--- src/slpr_pkg.sv ---
// Package for the low-power serial receive channel and its clock generator.
// Assumes a single 20 MHz core clock; all slower rates are enable pulses.
package slpr_pkg;
	// ----------------------------------------
	// Widths and field positions
	// ----------------------------------------
	localparam int DIV_W = 7;
	localparam int DIV_LSB = 9;
	localparam int DIV_MSB = 15;
	localparam int PRS_W = 4;
	localparam int CKS_BIT = 15;
	localparam int DATA_W = 8;
	localparam int DATA_REG_W = 16;
	localparam int CH_COUNT = 4;
	// ----------------------------------------
	// Reset values and codes
	// ----------------------------------------
	localparam logic [DATA_REG_W-1:0] DATA_REG_RST = 16'h0000;
	localparam logic [15:0] MODE_REG_RST = 16'h0000;
	localparam logic [7:0] PRESCALE_RST = 8'h00;
	localparam logic [3:0] STOP_ALL = 4'hf;
	localparam logic [2:0] BIT_CNT_RST = 3'h0;
	// ----------------------------------------
	// Timing
	// ----------------------------------------
	localparam int CORE_HZ = 20000000;
	localparam int LP_MAX_BPS = 1000000;
	localparam int SLAVE_RATIO = 6;
	// Least master half-period in core cycles at the low-power rate limit
	localparam int LP_HALF_CYC = (CORE_HZ + 2 * LP_MAX_BPS - 1) / (2 * LP_MAX_BPS);
	typedef enum logic [1:0] {ST_RUN, ST_STOP, ST_LPRX} slpr_pmode_type;
endpackage : slpr_pkg

--- src/slpr_link_if.sv ---
// Interface joining the serial channel to the external master.
// Assumes both ends share core_clk; no clocking block.
`timescale 1ns/1ps
interface slpr_link_if;
	logic sck;
	logic sdi;
	logic sdo;
	modport dev (input sck, input sdi, output sdo);
	modport mst (output sck, output sdi, input sdo);
endinterface : slpr_link_if

--- src/slpr_device.sv ---
// Serial channel 0 end: slave receive with low-power receive mode, master
// transfer clock generation. Assumes the serial clock pin is asynchronous.
`timescale 1ns/1ps
// Summary of operation
// - Low-power receive only on channel zero.
// - Stop mode without wake halts communication; shifting stops, but the master clock keeps running.
// - Software sets wake before stop, start after setup.
// - Clock edge in stop enters low-power receive.
// - Low-power receive needs high-speed oscillator clock.
// - Master rate at most 1 Mbps there.
// - Read data while wake set, before next edge.
// - Stop bit written before and after; clears enabled.
// - Software clears wake to leave low-power receive.
// - Wake set freezes channel one full/overrun flags.
// - Master clock is mck over (div+1) over 2.
// - Divider field seven bits, zero to 127.
// - Slave clock at most mck over six.
// - Mode bit 15 selects prescaler output.
// - Prescaler field k gives clock over 2^k.
// - Stop all channels before changing clock source.
// - Full flag plus new reception sets overrun.
module slpr_device (
	// Clock and reset
	input wire logic core_clk,
	input wire logic nrst,
	// Link
	slpr_link_if.dev link,
	// Power state
	input wire logic stop_mode,
	input wire logic hs_osc_selected,
	// Software controls
	input wire logic wake_enable_bit,
	input wire logic channel_start_bit,
	input wire logic channel_stop_bit,
	input wire logic [3:0] channel_stop_reg,
	input wire logic master_mode,
	input wire logic [15:0] channel_mode_reg,
	input wire logic [7:0] prescaler_select_reg,
	input wire logic [15:0] channel_data_wr,
	input wire logic data_wr,
	input wire logic data_rd,
	// Channel 1 events
	input wire logic ch1_rx_done,
	input wire logic ch1_data_rd,
	// Status
	output logic channel_enabled_flag,
	output logic buffer_full_flag,
	output logic overrun_flag,
	output logic ch1_buffer_full_flag,
	output logic ch1_overrun_flag,
	output logic low_power_receive_mode,
	output logic wake_cpu,
	output logic [7:0] rx_data,
	output logic [15:0] channel_data_reg,
	output logic sck_out,
	output logic sck_oe
);
	logic sck_m_ff;
	logic sck_s_ff;
	logic sck_d_ff;
	logic sdi_m_ff;
	logic sdi_s_ff;
	logic [7:0] shift_ff;
	logic [2:0] bit_cnt_ff;
	logic [2:0] nxt_bit_cnt;
	logic rise;
	logic rx_done;
	logic active;
	logic mck_en;
	logic half_en;
	logic sdo_ff;
	slpr_pkg::slpr_pmode_type pmode_ff;

	// ----------------------------------------
	// Clock generation
	// ----------------------------------------
	slpr_clkgen u_clkgen (
		.core_clk(core_clk),
		.nrst(nrst),
		.clock_source_select(channel_mode_reg[slpr_pkg::CKS_BIT]),
		.prescaler_low_field(prescaler_select_reg[3:0]),
		.prescaler_high_field(prescaler_select_reg[7:4]),
		.div_field(channel_data_reg[slpr_pkg::DIV_MSB:slpr_pkg::DIV_LSB]),
		.run(channel_enabled_flag && master_mode),
		.mck_en(mck_en),
		.half_en(half_en)
	);

	// ----------------------------------------
	// Serial clock sync; first stage read only by second
	// ----------------------------------------
	always_ff @(posedge core_clk or negedge nrst) begin
		if (!nrst) begin
			sck_m_ff <= 1'b0;
			sck_s_ff <= 1'b0;
			sck_d_ff <= 1'b0;
			sdi_m_ff <= 1'b0;
			sdi_s_ff <= 1'b0;
		end else begin
			sck_m_ff <= link.sck;
			sck_s_ff <= sck_m_ff;
			sck_d_ff <= sck_s_ff;
			// Data takes the same two stages so it lines up with the rise
			sdi_m_ff <= link.sdi;
			sdi_s_ff <= sdi_m_ff;
		end
	end

	// Sampled pin is why the slave clock is limited to mck/6
	assign rise = sck_s_ff && !sck_d_ff && !master_mode;

	// ----------------------------------------
	// Power mode
	// ----------------------------------------
	// This is channel zero: only it offers the low-power path
	always_ff @(posedge core_clk or negedge nrst) begin
		if (!nrst) begin
			pmode_ff <= slpr_pkg::ST_RUN;
		end else begin
			unique case (pmode_ff)
				slpr_pkg::ST_RUN: begin
					if (stop_mode) begin
						pmode_ff <= slpr_pkg::ST_STOP;
					end
				end
				slpr_pkg::ST_STOP: begin
					if (!stop_mode) begin
						pmode_ff <= slpr_pkg::ST_RUN;
					end else if (wake_enable_bit && hs_osc_selected && rise) begin
						pmode_ff <= slpr_pkg::ST_LPRX;
					end
				end
				slpr_pkg::ST_LPRX: begin
					if (!wake_enable_bit) begin
						pmode_ff <= slpr_pkg::ST_RUN;
					end
				end
			endcase
		end
	end

	// Without wake, stop mode freezes all shifting
	assign active = channel_enabled_flag &&
		(pmode_ff != slpr_pkg::ST_STOP || wake_enable_bit);

	always_ff @(posedge core_clk or negedge nrst) begin
		if (!nrst) begin
			low_power_receive_mode <= 1'b0;
		end else begin
			low_power_receive_mode <= (pmode_ff == slpr_pkg::ST_LPRX);
		end
	end

	// ----------------------------------------
	// Channel enable
	// ----------------------------------------
	always_ff @(posedge core_clk or negedge nrst) begin
		if (!nrst) begin
			channel_enabled_flag <= 1'b0;
		end else if (channel_stop_bit || channel_stop_reg[0]) begin
			channel_enabled_flag <= 1'b0;
		end else if (channel_start_bit) begin
			channel_enabled_flag <= 1'b1;
		end
	end

	// ----------------------------------------
	// Shift engine
	// ----------------------------------------
	assign nxt_bit_cnt = bit_cnt_ff + 3'h1;
	assign rx_done = active && rise && bit_cnt_ff == 3'h7;

	always_ff @(posedge core_clk or negedge nrst) begin
		if (!nrst) begin
			shift_ff <= 8'h00;
			bit_cnt_ff <= slpr_pkg::BIT_CNT_RST;
		end else if (!channel_enabled_flag) begin
			bit_cnt_ff <= slpr_pkg::BIT_CNT_RST;
		end else if (active && rise) begin
			shift_ff <= {shift_ff[6:0], sdi_s_ff};
			bit_cnt_ff <= nxt_bit_cnt;
		end
	end

	// Master clock toggles on each half enable
	always_ff @(posedge core_clk or negedge nrst) begin
		if (!nrst) begin
			sck_out <= 1'b0;
			sck_oe <= 1'b0;
		end else begin
			sck_oe <= master_mode && channel_enabled_flag;
			if (half_en) begin
				sck_out <= !sck_out;
			end
		end
	end

	always_ff @(posedge core_clk or negedge nrst) begin
		if (!nrst) begin
			sdo_ff <= 1'b0;
		end else begin
			sdo_ff <= shift_ff[7];
		end
	end
	assign link.sdo = sdo_ff;

	// ----------------------------------------
	// Data register and flags
	// ----------------------------------------
	always_ff @(posedge core_clk or negedge nrst) begin
		if (!nrst) begin
			channel_data_reg <= slpr_pkg::DATA_REG_RST;
			rx_data <= 8'h00;
		end else if (rx_done) begin
			rx_data <= {shift_ff[6:0], sdi_s_ff};
			channel_data_reg[7:0] <= {shift_ff[6:0], sdi_s_ff};
		end else if (data_wr) begin
			channel_data_reg <= channel_data_wr;
		end
	end

	// Set wins over read-clear
	always_ff @(posedge core_clk or negedge nrst) begin
		if (!nrst) begin
			buffer_full_flag <= 1'b0;
			overrun_flag <= 1'b0;
		end else begin
			if (rx_done) begin
				buffer_full_flag <= 1'b1;
			end else if (data_rd) begin
				buffer_full_flag <= 1'b0;
			end
			if (rx_done && buffer_full_flag && !data_rd) begin
				overrun_flag <= 1'b1;
			end
		end
	end

	// Transfer-end wake only in run; low-power receive keeps the cpu asleep
	always_ff @(posedge core_clk or negedge nrst) begin
		if (!nrst) begin
			wake_cpu <= 1'b0;
		end else begin
			wake_cpu <= rx_done && pmode_ff == slpr_pkg::ST_RUN;
		end
	end

	// ----------------------------------------
	// Channel 1 flags, frozen while wake set
	// ----------------------------------------
	always_ff @(posedge core_clk or negedge nrst) begin
		if (!nrst) begin
			ch1_buffer_full_flag <= 1'b0;
			ch1_overrun_flag <= 1'b0;
		end else if (!wake_enable_bit) begin
			if (ch1_rx_done) begin
				ch1_buffer_full_flag <= 1'b1;
			end else if (ch1_data_rd) begin
				ch1_buffer_full_flag <= 1'b0;
			end
			if (ch1_rx_done && ch1_buffer_full_flag && !ch1_data_rd) begin
				ch1_overrun_flag <= 1'b1;
			end
		end
	end
endmodule : slpr_device

--- src/slpr_clkgen.sv ---
// Operating clock prescaler and master transfer-clock divider.
// Assumes one core clock; outputs are one-cycle enable pulses.
`timescale 1ns/1ps
module slpr_clkgen (
	// Clock and reset
	input wire logic core_clk,
	input wire logic nrst,
	// Configuration
	input wire logic clock_source_select,
	input wire logic [3:0] prescaler_low_field,
	input wire logic [3:0] prescaler_high_field,
	input wire logic [6:0] div_field,
	input wire logic run,
	// Enables
	output logic mck_en,
	output logic half_en
);
	logic [15:0] pre_cnt_ff;
	logic [6:0] div_cnt_ff;
	logic [3:0] sel_k;
	logic [15:0] mask;
	logic nxt_mck;

	// ----------------------------------------
	// Prescaler
	// ----------------------------------------
	assign sel_k = clock_source_select ? prescaler_high_field : prescaler_low_field;
	assign mask = 16'((32'h1 << sel_k) - 32'h1);
	assign nxt_mck = (pre_cnt_ff & mask) == 16'h0000;

	always_ff @(posedge core_clk or negedge nrst) begin
		if (!nrst) begin
			pre_cnt_ff <= 16'h0000;
		end else begin
			pre_cnt_ff <= pre_cnt_ff + 16'h0001;
		end
	end

	always_ff @(posedge core_clk or negedge nrst) begin
		if (!nrst) begin
			mck_en <= 1'b0;
		end else begin
			mck_en <= nxt_mck;
		end
	end

	// ----------------------------------------
	// Transfer divider: one half period each (div+1) mck ticks
	// ----------------------------------------
	always_ff @(posedge core_clk or negedge nrst) begin
		if (!nrst) begin
			div_cnt_ff <= 7'h00;
			half_en <= 1'b0;
		end else if (!run) begin
			div_cnt_ff <= 7'h00;
			half_en <= 1'b0;
		end else if (mck_en) begin
			half_en <= (div_cnt_ff == div_field);
			div_cnt_ff <= (div_cnt_ff == div_field) ? 7'h00 : div_cnt_ff + 7'h01;
		end else begin
			half_en <= 1'b0;
		end
	end
endmodule : slpr_clkgen

--- src/flat_wrapper.sv ---
// flat-port wrapper written by rule: the top's interface ports become plain ports
module slpr_device_flat 
  (core_clk, nrst, stop_mode, hs_osc_selected, wake_enable_bit, channel_start_bit, channel_stop_bit, channel_stop_reg, master_mode, channel_mode_reg, prescaler_select_reg, channel_data_wr, data_wr, data_rd, ch1_rx_done, ch1_data_rd, channel_enabled_flag, buffer_full_flag, overrun_flag, ch1_buffer_full_flag, ch1_overrun_flag, low_power_receive_mode, wake_cpu, rx_data, channel_data_reg, sck_out, sck_oe, link_sck, link_sdi, link_sdo);
  slpr_link_if link_i ();
  input wire logic core_clk;
  input wire logic nrst;
  input wire logic stop_mode;
  input wire logic hs_osc_selected;
  input wire logic wake_enable_bit;
  input wire logic channel_start_bit;
  input wire logic channel_stop_bit;
  input wire logic [3:0] channel_stop_reg;
  input wire logic master_mode;
  input wire logic [15:0] channel_mode_reg;
  input wire logic [7:0] prescaler_select_reg;
  input wire logic [15:0] channel_data_wr;
  input wire logic data_wr;
  input wire logic data_rd;
  input wire logic ch1_rx_done;
  input wire logic ch1_data_rd;
  output logic channel_enabled_flag;
  output logic buffer_full_flag;
  output logic overrun_flag;
  output logic ch1_buffer_full_flag;
  output logic ch1_overrun_flag;
  output logic low_power_receive_mode;
  output logic wake_cpu;
  output logic [7:0] rx_data;
  output logic [15:0] channel_data_reg;
  output logic sck_out;
  output logic sck_oe;
  input wire logic [$bits(link_i.sck)-1:0] link_sck;
  input wire logic [$bits(link_i.sdi)-1:0] link_sdi;
  output wire logic [$bits(link_i.sdo)-1:0] link_sdo;
  assign link_i.sck = link_sck;
  assign link_i.sdi = link_sdi;
  assign link_sdo = link_i.sdo;
  slpr_device u_core (.core_clk(core_clk), .nrst(nrst), .link(link_i), .stop_mode(stop_mode), .hs_osc_selected(hs_osc_selected), .wake_enable_bit(wake_enable_bit), .channel_start_bit(channel_start_bit), .channel_stop_bit(channel_stop_bit), .channel_stop_reg(channel_stop_reg), .master_mode(master_mode), .channel_mode_reg(channel_mode_reg), .prescaler_select_reg(prescaler_select_reg), .channel_data_wr(channel_data_wr), .data_wr(data_wr), .data_rd(data_rd), .ch1_rx_done(ch1_rx_done), .ch1_data_rd(ch1_data_rd), .channel_enabled_flag(channel_enabled_flag), .buffer_full_flag(buffer_full_flag), .overrun_flag(overrun_flag), .ch1_buffer_full_flag(ch1_buffer_full_flag), .ch1_overrun_flag(ch1_overrun_flag), .low_power_receive_mode(low_power_receive_mode), .wake_cpu(wake_cpu), .rx_data(rx_data), .channel_data_reg(channel_data_reg), .sck_out(sck_out), .sck_oe(sck_oe));
endmodule
--- config.mk ---
export PLATFORM = sky130hd
export DESIGN_NAME = slpr_device_flat
export DESIGN_NICKNAME = d
export VERILOG_FILES = /design/src/slpr_pkg.sv /design/src/slpr_link_if.sv /design/src/slpr_device.sv /design/src/slpr_clkgen.sv /design/src/flat_wrapper.sv
export SDC_FILE = /design/constraint.sdc
export NUM_CORES = 1
export LEC_CHECK = 0
export BUFFER_PORTS_ARGS = -buffer_cell sky130_fd_sc_hd__buf_2
export CAP_MARGIN = 0
export CORE_MARGIN = 2
export CORE_UTILIZATION = 45
export DETAILED_ROUTE_END_ITERATION = 8
export PLACE_DENSITY = 0.76
export RECOVER_POWER = 50
export SKIP_LAST_GASP = 1
export SLEW_MARGIN = 10
export SYNTH_ARGS = -nofsm -noshare
export SYNTH_HDL_FRONTEND = slang
export SYNTH_SLANG_ARGS = --single-unit
--- constraint.sdc ---
create_clock -name core_clk -period 2.1 [get_ports core_clk]
set_clock_uncertainty 0.15 [all_clocks]
set_input_delay 0 -clock core_clk [delete_from_list [all_inputs] [get_ports core_clk]]
set_output_delay 0 -clock core_clk [all_outputs]
set_load 0.01 [all_outputs]
==> results.cfg, run 1 <==
[detailed_routing]
vias = 3030
wl_per_cell_um = 14.5
vias_per_cell = 5.16
antenna_left = 0
drt_iter0_drc = 173
drtPass1Iterations = 4
totalWireLength_um = 8510
route.detailed.drc = 0

[yosys]
synth_largest_area_cell = dfrtp_1
ys_ff_latch = 76
seq_area_frac_synth_pct = 51.6
synth_top_cell_area_share_pct = 51.6
syn-cell-area_um2 = 3680
synthArstFlopShare_pct = 100
synthDistinctLibCells = 54
ys_warn_count = 0
netlist_instances = 343
synth_nets = 409
avgSynthCellArea_um2 = 10.7
synth-edff-count = 0
ys.flop_type = dfrtp_1
synth_area_leaders = dfrtp_1 52%, mux2_2 6.1%, nand2_1 3.9%, mux2i_1 3.5%, o21ai_0 3.1%

[floorplan]
core_um2 = 7850
dieHeight_um = 94.5
die_x_um = 94.5
io-pin-count = 92
rows = 32
initial_core_util_pct = 46.9
die_area_um2 = 8930

[worst_setup_path]
max_stage_delay_ns = 0.58
cpMaxStageDelayCell = dlygate4sd3_1
worst_setup_path_end_kind = register
cp_top_family = simple AND/OR/NAND/NOR gates
cp-start-kind = register
path_cells = nor3b_1 -> nand3_1 -> nand3_1 -> nand2_1 -> dlygate4sd3_1 -> mux2i_1
cp_max_fo = 3
cp.required_ns = 2.19
critical_path_class = reg -> reg
worst_ep_arrival_time_ns = 2.08
crit_path_frequent_cell = nand3_1
crit_buf_inv = 1

[placement]
gp_congestion = 0.881
dp_hpwl_um = 5670
post-place-ws_ns = -0.0700
place_area_um2 = 4300
port_buffers = 73

[power]
p_comb_share_pct = 15.8
p_leak_nw = 2.29
seqPwrFrac_pct = 47.2
internal_power_mw = 2.50
p_sw_mw = 0.857
sw_frac_of_total_pct = 25.5
p_per_area_nw_per_um2 = 688
power_mw = 3.36
ir_worst_vdd_mv = 0.510
p_clk_share_pct = 37.0

[global_route]
antenna_found_initial = 0
grt_max_degree = 77
grt_pass1_vias = 3130
grt_pass1_wl_um = 14400
overflow = 0
gr-usage-all-layers_pct = 20.5

[clock_tree]
path_clk_slew_ns = 0.08
clock-sinks = 76
cts_tree = yes
numCtsBuffers = 9
clock_latency_ns = 0.35
clk_path_buf_depth = 2
cts_max_level = 3
clockRootBuffer = clkbuf_8

[finish]
final_cell_mix = 76 x dfrtp_1, 39 x dlygate4sd3_1, 39 x buf_2
postLayoutCellArea_um2 = 4880
largest_register_ffs = 16
area_delta_synth_final_pct = 32.5
final_core_util_pct = 62.2
area.sequential_um2 = 1900
num_antenna_cells = 0
multi_input_area_um2 = 1660
layout-drive-gt1-share_pct = 23.1
layout_commonest_cell = dfrtp_1
nNetsFinal = 546
fillerInstances = 639

[timing]
period_needed_ns = 1.99
finalHoldViolations = 0
slew-limit-headroom_pct = 32.9
tightest_slew_ns = 1.01
setup_viol = 0
max_clock_freq_mhz = 503
tns_ns = 0
worst_slack_ns = 0.112
slew_violations = 0
rsz0062_at_grt = no
finalCritPeriodShare_pct = 94.7

[outcome]
outcome = completed

[min_path]
min_path_type = in -> reg

[run]
maxCapViolCount = 0
==> timing repair <==
action,4_1_cts,5_1_grt
endpoints found under the setup margin,0,1
buffers inserted,0,0
hold buffers,39,0
gates resized for setup,0,1
hold endpoints to repair,110,0
==> layer usage <==
metal  GRT usage [%]  routed length, um
met5               0                  0
met4            7.00                180
met3            5.19                320
met2            35.2               4320
met1            25.2               3690
==> cell families after synthesis <==
logic type | count (synthesis) | synth area share [%]
AO/OA/AOI/OAI | 63 | 11.2
XOR/XNOR | 23 | 5.47
adder cells (fa/ha/maj) | 8 | 2.72
buffers and inverters | 28 | 3.33
flip-flops | 76 | 51.6
multiplexers | 35 | 10.4
AND/OR/NAND/NOR | 110 | 15.3
==> worst paths after layout <==
path                                                 from                                         to  slack [ns]  depth (start not counted)
worst max-delay path            u_core.sck_s_ff$_DFF_PN0_             u_core.pmode_ff[0]$_DFFE_PN0P_        0.11                          6
worst min-delay path              prescaler_select_reg[7]           u_core.u_clkgen.mck_en$_DFF_PN0_        0.08                          5
worst max register to register  u_core.sck_s_ff$_DFF_PN0_             u_core.pmode_ff[0]$_DFFE_PN0P_        0.11                          6
worst min register to register  u_core.sck_m_ff$_DFF_PN0_                  u_core.sck_s_ff$_DFF_PN0_        0.21                          0
max in group asynchronous                            nrst  u_core.u_clkgen.div_cnt_ff[1]$_DFFE_PN0P_        0.92                          2
min in group asynchronous                            nrst              u_core.rx_data[4]$_DFFE_PN0P_        0.26                          2
==> power groups by stage <==
| stage | sequential [mW] | combinational [mW] | clock, mW |
|---|---|---|---|
| 3_3_place_gp | 1.61 | 0.429 | 0 |
| 2_1_floorplan | 1.62 | 0.226 | 0 |
| 4_1_cts | 1.58 | 0.535 | 1.27 |
| 5_1_grt | 1.59 | 0.585 | 1.33 |
| 6_report | 1.59 | 0.529 | 1.24 |
| 3_5_place_dp | 1.61 | 0.443 | 0 |
==> worst reg2reg max path: stages (launching register included) <==
cell           delay, ns
dfrtp_1             0.38
nor3b_1             0.35
nand3_1             0.12
nand3_1             0.09
nand2_1             0.08
dlygate4sd3_1       0.58
mux2i_1             0.12
==> cell type report <==
cell class                      count  share of cell area (%)
Clock buffer                       10                    2.82
Tap cell                          102                    2.61
Timing Repair Buffer              136                    18.4
Inverter                           18                    1.38
Clock inverter                      6                    1.79
Sequential cell                    76                    39.0
Multi-Input combinational cell    239                    34.0
==> Yosys cell counts, types with 3 or more instances <==
cell       n
a21oi_1   12
nor3_1     6
mux2_2    20
dfrtp_1   76
nand3_1   20
o21a_1     3
nor2b_1    3
nor3b_1    4
xnor2_1   10
nand3b_1   4
nor2_1    12
mux2i_1   13
xor2_1    13
inv_1     18
a211oi_1   3
clkbuf_1   5
nand2_1   38
and2_1     3
ha_1       8
o21ai_0   23
and3_1     5
nand4_1    5
==> metrics by stage <==
stage               hold slack (ns)  instances
global placement            -0.0424        532
global route                 0.0990        587
finish                       0.0813        587
detailed placement          -0.0407        532
floorplan                    -0.446        343
CTS                          0.0604        587
Power figures use the tool's default switching activity.
==> inputs of run 2 (changes only) <==
--- a/config.mk
+++ b/config.mk
@@ -7,11 +7,10 @@
 export LEC_CHECK = 0
 export BUFFER_PORTS_ARGS = -buffer_cell sky130_fd_sc_hd__buf_2
 export CAP_MARGIN = 0
-export CORE_MARGIN = 2
 export CORE_UTILIZATION = 45
 export DETAILED_ROUTE_END_ITERATION = 8
 export PLACE_DENSITY = 0.76
-export RECOVER_POWER = 50
+export RECOVER_POWER = 100
 export SKIP_LAST_GASP = 1
 export SLEW_MARGIN = 10
 export SYNTH_ARGS = -nofsm -noshare
==> results.cfg, run 2 (synthesis results as in run 1) <==
[global_route]
grt_pass1_vias = 3206
antenna_found_initial = 0
grt_max_degree = 42
overflow = 0
gr-usage-all-layers_pct = 22.4
grt_pass1_wl_um = 15100

[timing]
tns_ns = 0
finalHoldViolations = 0
period_needed_ns = 1.98
finalCritPeriodShare_pct = 94.4
worst_slack_ns = 0.118
rsz0062_at_grt = no
slew-limit-headroom_pct = 34.6
tightest_slew_ns = 0.981
setup_viol = 0
slew_violations = 0
max_clock_freq_mhz = 505

[worst_setup_path]
worst_setup_path_end_kind = register
cp.required_ns = 2.18
worst_ep_arrival_time_ns = 2.06
critical_path_class = reg -> reg
r2r_slack_ns = 0.12
cp_max_fo = 3
cp-start-kind = register

[power]
power_mw = 3.51
ir_worst_vdd_mv = 0.437
p_per_area_nw_per_um2 = 713
p_leak_nw = 2.32

[clock_tree]
clock_latency_ns = 0.34
clock-sinks = 76
path_clk_slew_ns = 0.08
cts_tree = yes
numCtsBuffers = 9
clockRootBuffer = clkbuf_8
postCtsSetupBuffers = 0
cts_max_level = 3
clk_path_buf_depth = 2

[detailed_routing]
vias_per_cell = 5.36
route.detailed.drc = 0
antenna_left = 0
totalWireLength_um = 9020
drtPass1Iterations = 5
vias = 3164
wl_per_cell_um = 15.3
drt_iter0_drc = 263

[placement]
port_buffers = 73
gp_congestion = 0.936
dp_hpwl_um = 6020
post-place-ws_ns = -0.0898

[finish]
largest_register_ffs = 16
num_antenna_cells = 0
fillerInstances = 627
layout_commonest_cell = dfrtp_1
final_cell_mix = 76 x dfrtp_1, 39 x dlygate4sd3_1, 38 x nand2_1
nNetsFinal = 549
area_delta_synth_final_pct = 33.5
layout-drive-gt1-share_pct = 23.0

[floorplan]
initial_core_util_pct = 47.2
core_um2 = 7810
dieHeight_um = 92.5
die_area_um2 = 8550
rows = 32
io-pin-count = 92
die_x_um = 92.5

[run]
maxCapViolCount = 0

[min_path]
min_path_type = in -> reg

[outcome]
outcome = completed
[run 2: routing by layer]
metal  global-route usage [%]  wire length, um
met3                     4.35              446
met2                     40.1             4640
met1                     26.3             3700
met4                     8.98              223
met5                        0                0
[run 2: worst paths after layout]
kind                                           startpoint                                      end  cells after the start
min in group asynchronous                            nrst           u_core.shift_ff[5]$_DFFE_PN0P_                      2
max reg2reg                u_core.pmode_ff[0]$_DFFE_PN0P_           u_core.pmode_ff[0]$_DFFE_PN0P_                      7
min reg2reg                     u_core.sck_m_ff$_DFF_PN0_                u_core.sck_s_ff$_DFF_PN0_                      0
max                        u_core.pmode_ff[0]$_DFFE_PN0P_           u_core.pmode_ff[0]$_DFFE_PN0P_                      7
max in group asynchronous                            nrst  u_core.u_clkgen.pre_cnt_ff[8]$_DFF_PN0_                      3
min                               prescaler_select_reg[7]         u_core.u_clkgen.mck_en$_DFF_PN0_                      5
[run 2: stage by stage]
stage          hold WS (ns)  instances  instance area (um^2)  util (%)
2_1_floorplan        -0.446        343                  3680         -
3_3_place_gp         -0.149        535                  4330      55.4
3_5_place_dp         -0.145        535                  4330      55.4
4_1_cts              0.0185        590                  4970      63.7
5_1_grt               0.119        590                  4920      63.0
6_report              0.105        590                  4920      63.0
[run 2: repair_timing]
| item | in CTS | in global routing |
|---|---|---|
| endpoints found under the hold margin | 110 | 0 |
| setup endpoints to repair | 0 | 2 |
| hold buffers | 39 | 0 |
| gates resized for setup | 0 | 1 |
[run 2: power breakdown]
group          total (mW)  switching (mW)  leakage (nW)  internal, mW
combinational       0.533           0.267          1.20         0.267
clock                1.38           0.546         0.129         0.836
sequential           1.59          0.0541         0.986          1.54
total                3.51           0.867          2.32          2.64
[run 2: worst max-delay path, cell delays in order, from the launching register on]
cell and delay, ns:
dfrtp_1 0.37, inv_1 0.08, ha_1 0.22, nor2b_1 0.13, a21oi_1 0.11, nand2_1 0.10
dlygate4sd3_1 0.58, mux2i_1 0.12
[run 2: layout make-up]
type / count / area [um^2] / share of cell area [%]
Sequential cell: 76 / 1900 / 38.7
Multi-Input combinational cell: 239 / 1660 / 33.9
Timing Repair Buffer: 139 / 898 / 18.3
Clock buffer: 10 / 138 / 2.80
Tap cell: 102 / 128 / 2.60
Clock inverter: 6 / 119 / 2.42
Inverter: 18 / 67.6 / 1.37
